==> config.mk <==
export PLATFORM = sky130hd
export DESIGN_NAME = can_transceiver_protection
export DESIGN_NICKNAME = d
export VERILOG_FILES = /design/src/rtl/can_prot_pkg.sv /design/src/rtl/interval_timer.sv /design/src/rtl/dom_timeout_monitor.sv /design/src/rtl/can_transceiver_protection.sv
export SDC_FILE = /design/constraint.sdc
export NUM_CORES = 1
export LEC_CHECK = 0
export ABC_AREA = 1
export BUFFER_PORTS_ARGS = -buffer_cell sky130_fd_sc_hd__buf_2
export CORE_ASPECT_RATIO = 1.4
export CORE_MARGIN = 5
export CORE_UTILIZATION = 40
export CTS_CLUSTER_DIAMETER = 60
export DETAILED_ROUTE_END_ITERATION = 12
export HOLD_SLACK_MARGIN = 0.08
export PLACE_DENSITY = 0.56
export SYNTH_ARGS = -nofsm -noshare
export SYNTH_HDL_FRONTEND = slang
export SYNTH_HIERARCHICAL = 1
export SYNTH_SLANG_ARGS = --single-unit
==> constraint.sdc <==
create_clock -name CLK -period 5.7 [get_ports CLK]
set_input_delay 1.71 -clock CLK [delete_from_list [all_inputs] [get_ports CLK]]
set_output_delay 1.71 -clock CLK [all_outputs]
set_load 0.05 [all_outputs]
==> src/rtl/can_prot_pkg.sv <==
// shared constants and types for the transceiver protection logic
package can_prot_pkg;

    ////////////////////////////////////////////////////////////////////////
    // clock and timing
    localparam int CLK_HZ = 25_000_000;
    // dominant timeout period in microseconds, plain default
    localparam int DOM_TIMEOUT_TIME_US = 1000;
    localparam int DOM_TIMEOUT_CYCLES = DOM_TIMEOUT_TIME_US * (CLK_HZ / 1_000_000);
    // thermal recovery interval in milliseconds
    localparam int THERMAL_TIME_MS = 300;
    localparam int THERMAL_CYCLES = THERMAL_TIME_MS * (CLK_HZ / 1000);
    localparam int CNT_W = 24;

    ////////////////////////////////////////////////////////////////////////
    // device modes
    typedef enum logic [1:0]
    {
        MODE_SLEEP,
        MODE_STANDBY,
        MODE_NORMAL,
        MODE_THERMAL_PROT
    } dev_mode_t;

    localparam dev_mode_t MODE_RESET = MODE_STANDBY;

    // host mode-change write: one-cycle valid with the requested mode
    typedef struct packed
    {
        logic valid;
        dev_mode_t mode;
    } mode_req_t;

    // thermal status carried out of the top as one group
    typedef struct packed
    {
        logic regulator_on;
        logic supply_on;
        logic flag;
        logic irq;
    } thermal_stat_t;

    localparam thermal_stat_t THERMAL_STAT_RESET = '{regulator_on: 1'b1, supply_on: 1'b1, flag: 1'b0, irq: 1'b0};

endpackage

==> src/rtl/interval_timer.sv <==
// one-shot down counter giving a single expiry pulse
`timescale 1ns/1ps
`default_nettype none

module interval_timer
    import can_prot_pkg::*;
#(
    parameter int CYCLES = THERMAL_CYCLES
)
(
    // clock and reset
    input wire logic clk,
    input wire logic rst_n,
    // control
    input wire logic start,
    input wire logic abort,
    // status
    output logic running,
    output logic expired
);

    logic [CNT_W-1:0] count_q;

    ////////////////////////////////////////////////////////////////////////
    // start reloads even while running, so a restart stretches the interval
    always_ff @(posedge clk)
    begin
        if (!rst_n || abort)
        begin
            count_q <= '0;
            running <= 1'b0;
            expired <= 1'b0;
        end
        else if (start)
        begin
            count_q <= CNT_W'(CYCLES - 1);
            running <= 1'b1;
            expired <= 1'b0;
        end
        else if (running && count_q == '0)
        begin
            running <= 1'b0;
            expired <= 1'b1;
        end
        else
        begin
            count_q <= running ? count_q - 1'b1 : count_q;
            expired <= 1'b0;
        end
    end

endmodule // interval_timer

`default_nettype wire

==> src/rtl/dom_timeout_monitor.sv <==
// dominant timeout supervisor on the selected transmit line, internal or test pin
`timescale 1ns/1ps
`default_nettype none

module dom_timeout_monitor
    import can_prot_pkg::*;
#(
    parameter int CYCLES = DOM_TIMEOUT_CYCLES
)
(
    // clock and reset
    input wire logic clk,
    input wire logic rst_n,
    // transmit level, low is dominant
    input wire logic txd,
    // driver block while timed out
    output logic timeout
);

    logic txd_q;
    logic armed_q;
    logic [CNT_W-1:0] count_q;
    logic fall;

    assign fall = txd_q && !txd;

    ////////////////////////////////////////////////////////////////////////
    always_ff @(posedge clk)
    begin
        if (!rst_n)
        begin
            txd_q <= 1'b1;
            armed_q <= 1'b0;
            count_q <= '0;
            timeout <= 1'b0;
        end
        else
        begin
            txd_q <= txd;
            if (txd)
            begin
                // recessive level clears the condition at once
                armed_q <= 1'b0;
                count_q <= '0;
                timeout <= 1'b0;
            end
            else if (fall)
            begin
                armed_q <= 1'b1;
                count_q <= '0;
            end
            else if (armed_q)
            begin
                if (count_q == CNT_W'(CYCLES - 2))
                begin
                    armed_q <= 1'b0;
                    timeout <= 1'b1;
                end
                count_q <= count_q + 1'b1;
            end
        end
    end

endmodule // dom_timeout_monitor

`default_nettype wire

==> src/rtl/can_transceiver_protection.sv <==
// transceiver driver gating, dominant timeout and thermal shutdown sequencing
`timescale 1ns/1ps
`default_nettype none

module can_transceiver_protection
    import can_prot_pkg::*;
#(
    parameter int DOM_TIMEOUT_CNT = DOM_TIMEOUT_CYCLES,
    parameter int THERMAL_CNT = THERMAL_CYCLES
)
(
    // clock and reset
    input wire logic CLK,
    input wire logic RST_N,
    // protocol controller side
    input wire logic TXD_INT,
    output logic RXD_INT,
    output logic CONTROLLER_INIT_REQUEST,
    output logic PENDING_TX_HALT,
    // host mode control
    input wire mode_req_t MODE_REQ,
    output dev_mode_t DEVICE_MODE,
    // test mode pins
    input wire logic TEST_MODE,
    input wire logic FIRST_GENERAL_PIN,
    output logic SECOND_OUTPUT_PIN,
    // analog transceiver
    input wire logic BUS_RX_DOMINANT,
    output logic BUS_DRIVE_DOMINANT,
    output logic BUS_BIAS_RECESSIVE,
    output logic DOMINANT_TIMEOUT,
    // thermal and supply monitors
    input wire logic THERMAL_FAULT,
    input wire logic IO_UNDERVOLTAGE,
    input wire logic THERMAL_FLAG_CLR,
    output thermal_stat_t THERMAL_STAT
);

    ////////////////////////////////////////////////////////////////////////
    // internal signals

    dev_mode_t mode_q;
    dev_mode_t mode_d;
    logic fault_q;
    logic fault_rise;
    logic txd_eff;
    logic dom_block;
    logic timer_start;
    logic timer_expired;
    logic timer_running;
    logic init_req_d;
    logic drive_d;
    logic bias_d;

    // decoding used by the regulator and the supply status alike
    function automatic logic is_powered(input dev_mode_t m);
        is_powered = (m == MODE_NORMAL) || (m == MODE_STANDBY);
    endfunction

    ////////////////////////////////////////////////////////////////////////
    // transmit source selection

    // internal paths never reach pins outside test mode
    always_comb
    begin
        if (TEST_MODE)
        begin
            txd_eff = FIRST_GENERAL_PIN;
        end
        else
        begin
            txd_eff = TXD_INT;
        end
    end

    ////////////////////////////////////////////////////////////////////////
    // dominant timeout supervisor

    // interval fixed by parameter, sized in core clocks
    dom_timeout_monitor #(
        .CYCLES(DOM_TIMEOUT_CNT)
    ) u_dom_timeout (
        .clk(CLK),
        .rst_n(RST_N),
        .txd(txd_eff),
        .timeout(dom_block)
    );

    // the timeout period must exceed eleven bit times at the slowest rate used

    ////////////////////////////////////////////////////////////////////////
    // thermal recovery timer

    assign fault_rise = THERMAL_FAULT && !fault_q;

    interval_timer #(
        .CYCLES(THERMAL_CNT)
    ) u_thermal_timer (
        .clk(CLK),
        .rst_n(RST_N),
        .start(timer_start),
        .abort(mode_q != MODE_THERMAL_PROT && mode_d != MODE_THERMAL_PROT),
        .running(timer_running),
        .expired(timer_expired)
    );

    always_ff @(posedge CLK)
    begin
        if (!RST_N)
        begin
            fault_q <= 1'b0;
        end
        else
        begin
            fault_q <= THERMAL_FAULT;
        end
    end

    ////////////////////////////////////////////////////////////////////////
    // mode sequencing

    always_comb
    begin
        mode_d = mode_q;
        timer_start = 1'b0;
        case (mode_q)
            MODE_THERMAL_PROT:
            begin
                if (MODE_REQ.valid && MODE_REQ.mode == MODE_SLEEP)
                begin
                    mode_d = MODE_SLEEP;
                end
                else if (THERMAL_FAULT && IO_UNDERVOLTAGE)
                begin
                    mode_d = MODE_SLEEP;
                end
                else if (timer_expired && !THERMAL_FAULT)
                begin
                    mode_d = MODE_STANDBY;
                end
                else if (timer_expired || (!timer_running && !timer_start))
                begin
                    // fault still present: stay protected and check again later
                    timer_start = 1'b1;
                end
            end
            MODE_NORMAL, MODE_STANDBY, MODE_SLEEP:
            begin
                if (fault_rise && IO_UNDERVOLTAGE)
                begin
                    mode_d = MODE_SLEEP;
                end
                else if (fault_rise && mode_q != MODE_SLEEP)
                begin
                    mode_d = MODE_THERMAL_PROT;
                    timer_start = 1'b1;
                end
                else if (MODE_REQ.valid && MODE_REQ.mode != MODE_THERMAL_PROT)
                begin
                    mode_d = MODE_REQ.mode;
                end
            end
            default:
            begin
                mode_d = MODE_RESET;
            end
        endcase
    end

    // host writes are decoded in every mode, but thermal protection takes only a sleep write
    always_ff @(posedge CLK)
    begin
        if (!RST_N)
        begin
            mode_q <= MODE_RESET;
            DEVICE_MODE <= MODE_RESET;
        end
        else
        begin
            mode_q <= mode_d;
            DEVICE_MODE <= mode_d;
        end
    end

    ////////////////////////////////////////////////////////////////////////
    // controller init request and pending traffic halt

    always_comb
    begin
        init_req_d = CONTROLLER_INIT_REQUEST;
        if (mode_d == MODE_NORMAL)
        begin
            init_req_d = 1'b0;
        end
        else if (mode_q == MODE_NORMAL && mode_d != MODE_NORMAL && THERMAL_FAULT)
        begin
            init_req_d = 1'b1;
        end
    end

    // halt follows the request so pending frames resume on its release
    always_ff @(posedge CLK)
    begin
        if (!RST_N)
        begin
            CONTROLLER_INIT_REQUEST <= 1'b0;
            PENDING_TX_HALT <= 1'b0;
        end
        else
        begin
            CONTROLLER_INIT_REQUEST <= init_req_d;
            PENDING_TX_HALT <= init_req_d;
        end
    end

    ////////////////////////////////////////////////////////////////////////
    // bus driver

    always_comb
    begin
        drive_d = 1'b0;
        bias_d = 1'b0;
        if (mode_d == MODE_NORMAL)
        begin
            bias_d = 1'b1;
            // timeout only blocks the driver, never the receiver
            drive_d = !txd_eff && !dom_block;
        end
    end

    always_ff @(posedge CLK)
    begin
        if (!RST_N)
        begin
            BUS_DRIVE_DOMINANT <= 1'b0;
            BUS_BIAS_RECESSIVE <= 1'b0;
            DOMINANT_TIMEOUT <= 1'b0;
        end
        else
        begin
            BUS_DRIVE_DOMINANT <= drive_d;
            BUS_BIAS_RECESSIVE <= bias_d;
            DOMINANT_TIMEOUT <= dom_block;
        end
    end

    ////////////////////////////////////////////////////////////////////////
    // receive path

    // receiver stays live regardless of the driver block
    always_ff @(posedge CLK)
    begin
        if (!RST_N)
        begin
            RXD_INT <= 1'b1;
            SECOND_OUTPUT_PIN <= 1'b0;
        end
        else
        begin
            RXD_INT <= !BUS_RX_DOMINANT;
            SECOND_OUTPUT_PIN <= TEST_MODE ? !BUS_RX_DOMINANT : 1'b0;
        end
    end

    ////////////////////////////////////////////////////////////////////////
    // thermal status, flag and interrupt

    // set wins over a clear arriving in the same cycle
    always_ff @(posedge CLK)
    begin
        if (!RST_N)
        begin
            THERMAL_STAT <= THERMAL_STAT_RESET;
        end
        else
        begin
            THERMAL_STAT.regulator_on <= is_powered(mode_d);
            THERMAL_STAT.supply_on <= is_powered(mode_d);
            THERMAL_STAT.irq <= fault_rise;
            if (fault_rise)
            begin
                THERMAL_STAT.flag <= 1'b1;
            end
            else if (THERMAL_FLAG_CLR)
            begin
                THERMAL_STAT.flag <= 1'b0;
            end
        end
    end

endmodule // can_transceiver_protection

`default_nettype wire

==> summary.txt <==
Route
  • WL/cell: 12.6 um
  • Vias: 3492
  • Post-Route WL: 9040 um
  • Residual DRC: 0
  • Highest routed layer: met4
  • Antenna Nets Post-Route: 0
  • Avg Vias per Cell: 4.86
  • Initial drt markers: 102
  • Met2 wire len: 5030 um
  • DRT Pass-1 Iters: 4
  • Post-Route M1 WL: 3570 um
  • WL met3: 191 um

Logic synthesis
  • Post-synthesis adder-cell area fraction: 1.67%
  • Seq cells post-synth: 65
  • Simple-gate share of the synthesized area: 43.3%
  • Syn Nets: 600
  • Synth unique cells: 33
  • Largest cells by area after synthesis: dfxtp_1, nand2_1, nor2_1
  • Cell Area, Synth: 3750 um2
  • Post-synthesis xor/xnor area fraction: 2.10%
  • Syn Inst Count: 583
  • Post-synthesis sequential area ratio: 34.7%
  • Syn. warnings: 6
  • Yosys top cell by area: dfxtp_1
  • Post-synthesis compound-gate area fraction: 7.04%
  • Area share of the largest cell type after synthesis: 34.7%
  • Avg Synthesized Cell Area: 6.43 um2
  • Post-synthesis mux area share: 0%
  • Main combinational cell family by area after synthesis: simple AND/OR/NAND/NOR gates

Critical path
  • Reg-to-reg endpoint: u_thermal_timer/count_q[5]
  • Crit path largest cell delay: 0.32 ns
  • Delay-heaviest family, CP: simple AND/OR/NAND/NOR gates
  • Worst endpoint data arrival time: 3.70 ns
  • Critical Path RT: 5.96 ns
  • Startpoint Class: input pin
  • Crit end category: register
  • Worst path cell trace: buf_2 -> nand2_1 -> clkinv_1 -> nor2_4 -> nand3_2 -> nand2_2 -> nor2_2 -> inv_1 -> ha_1 -> a21oi_1 -> nor2_2 -> inv_1 -> nor2_1 -> inv_1 -> a21oi_1
  • Cell mode on critical path: inv_1
  • R2R cell count: 13
  • FF-to-FF setup slack: 3.32 ns
  • Setup CP Type: input pin to register
  • Worst Setup SP: THERMAL_FAULT
  • Last element of the critical path: u_thermal_timer/count_q[5]
  • RR Startpoint: mode_q[0]
  • WP depth: 15
  • Critical path fanouts, max: 9
  • Worst path buffer plus inverter count: 5
  • Slowest-stage cell, CP: nor2_2

Timing
  • RSZ-0062 raised after global routing: false
  • Final setup vio count: 0
  • Post-route setup TNS: 0 ns
  • Achievable Freq: 291 MHz
  • Worst slew pin tran: 0.695 ns
  • Slew Viols, Final: 0
  • Tmin final: 3.44 ns
  • Tcrit/Tclk final: 60.3%
  • Clock Skew: 0.00505 ns
  • Final Hold Violating Endpoints: 0
  • Relative slew slack: 53.6%

GRT
  • Initial antenna violation count: 0
  • First-pass GRT wire length: 15700 um
  • Vias in the first global route: 3482
  • Largest net degree at the start of global routing: 22
  • Total GRT Usage: 17.0%
  • Overflow left after global routing: 0

Finish
  • Layout cells sized above 1: 13.2%
  • Diode count: 0
  • Finished Layout Cells: 719
  • Final #Nets: 625
  • Commonest non-fill, non-tap cell in the layout: nand2_1
  • Synth-to-Final Area Change: 13.2%
  • Fill cell count: 951
  • Final design utilization: 46.7%
  • Most frequent cells in the layout: nand2_1, nor2_1, inv_1

CTS
  • Post-CTS sizing: 0
  • CTS tree: built
  • Clock Latency Late Sink: 0.33 ns
  • # H-tree levels: 3
  • CTS Sinks: 65
  • Post-CTS Hold Buffers: 0
  • Clock transition at path regs: 0.05 ns
  • CTS root buffer: clkbuf_16
  • Cts bufs inserted: 9
  • Clock buffer depth: 2
  • Post CTS Setup Buffer Count: 0

Pwr
  • PD cells: 344 nW/um2
  • Leakage: 0.00201 uW
  • Total power: 1460 uW
  • Maximum VDD drop: 0.167 mV

Run status
  • Status: finished clean

Floorplanning
  • Die Ht: 125 um
  • Die W: 91.8 um
  • I/O pins: 25
  • Full die area: 11400 um2
  • Starting Density: 41.3%
  • Cell row count: 41
  • Core area: 9080 um2

Placement
  • Inst Count DP: 704
  • Dpl hpwl: 7030 um
  • Routability cong.: 0.900
  • Port Buffer Count: 24

Worst hold path
  • Worst hold path class: register to register

Run
  • Max-cap viol count: 0
-- worst min-delay path by stage --
| stage | startpoint | to | slack, ns | cells past startpoint |
|---|---|---|---|---|
| after floorplan | fault_q | THERMAL_STAT[0] | 0.39 | 1 |
| after global placement | fault_q | THERMAL_STAT[0] | 0.40 | 1 |
| final | fault_q | THERMAL_STAT[0] | 0.41 | 1 |
| after global routing | fault_q | THERMAL_STAT[0] | 0.45 | 1 |
| after CTS | fault_q | THERMAL_STAT[0] | 0.41 | 1 |
| after detailed placement | fault_q | THERMAL_STAT[0] | 0.41 | 1 |
-- worst reg2reg max path, cell delays in order, from the launching register on --
cell     delay, ns
dfxtp_1       0.45
nor2_1        0.08
nor2_2        0.13
nand3_1       0.12
nand2_2       0.09
nor2_2        0.04
inv_1         0.07
ha_1          0.14
a21oi_1       0.05
nor2_2        0.32
inv_1         0.22
nor2_1        0.26
inv_1         0.20
a21oi_1       0.15
-- registers in the layout (all words and copies together), names as in the netlist --
register and flops:
RXD_INT 1, mode_q 2, u_dom_timeout/txd_q 1, u_dom_timeout/count_q 24, BUS_BIAS_RECESSIVE 1, PENDING_TX_HALT 1
u_dom_timeout/armed_q 1, u_thermal_timer/count_q 24, BUS_DRIVE_DOMINANT 1, u_thermal_timer/expired 1, u_dom_timeout/timeout 1, DOMINANT_TIMEOUT 1
fault_q 1, u_thermal_timer/running 1, THERMAL_STAT 3, SECOND_OUTPUT_PIN 1
-- area by class of cell --
class                      count  area (um2)  share of cell area [%]
inverter                      95         357                    8.40
sequential                    65        1300                    30.7
tap                          107         134                    3.15
clock buffer                  10         239                    5.63
clock inverter                 5        56.3                    1.33
multi-input combinational    412        2030                    47.8
timing repair buffer          25         128                    3.01
-- cells by family after synthesis --
family / count (synthesis)
AOI/OAI and AO/OA: 52
xor gates and xnor gates: 9
adders and majority gates: 5
buffers and inverters: 106
DFF: 65
and+or+nand+nor: 346
-- stage by stage --
step	worst slack, ns	cell area (um2)	hold slack, ns
after floorplan	2.43	3750	0.391
after global placement	1.99	3950	0.399
after detailed placement	1.92	3950	0.407
after CTS	2.26	4240	0.415
after global routing	1.97	4240	0.453
final	2.26	4240	0.412
-- cell usage after synthesis --
library cell	number
nand2_1	133
nor2_1	103
inv_1	90
dfxtp_1	65
nand3_1	47
a21oi_1	30
nand4_1	12
nor2_2	11
o21ai_0	10
o21ai_1	10
nand2_2	9
nor2_4	8
nor3_1	7
xor2_1	6
ha_1	5
nand3b_1	5
buf_2	4
inv_2	3
nand2_4	3
nand3_2	3
xnor2_1	3
buf_4	2
clkbuf_1	2
clkinv_1	2
nor2_8	2
a211oi_1	1
a31oi_1	1
buf_1	1
buf_6	1
clkbuf_2	1
nand3_4	1
nor3b_2	1
nor4_1	1
-- routing by layer --
metal  global-route usage (%)  vias up
li1                         -     1859
met5                        0        -
met2                     32.4       31
met1                     17.3     1583
met3                     4.05       19
met4                     7.26        0
-- power by group --
group	switching (uW)	internal [uW]	total [uW]	leakage, uW
clock	204	347	551	0.000144
sequential	27.7	477	505	0.000528
combinational	283	121	404	0.00134
total	515	945	1460	0.00201
Power figures use the tool's default switching activity.
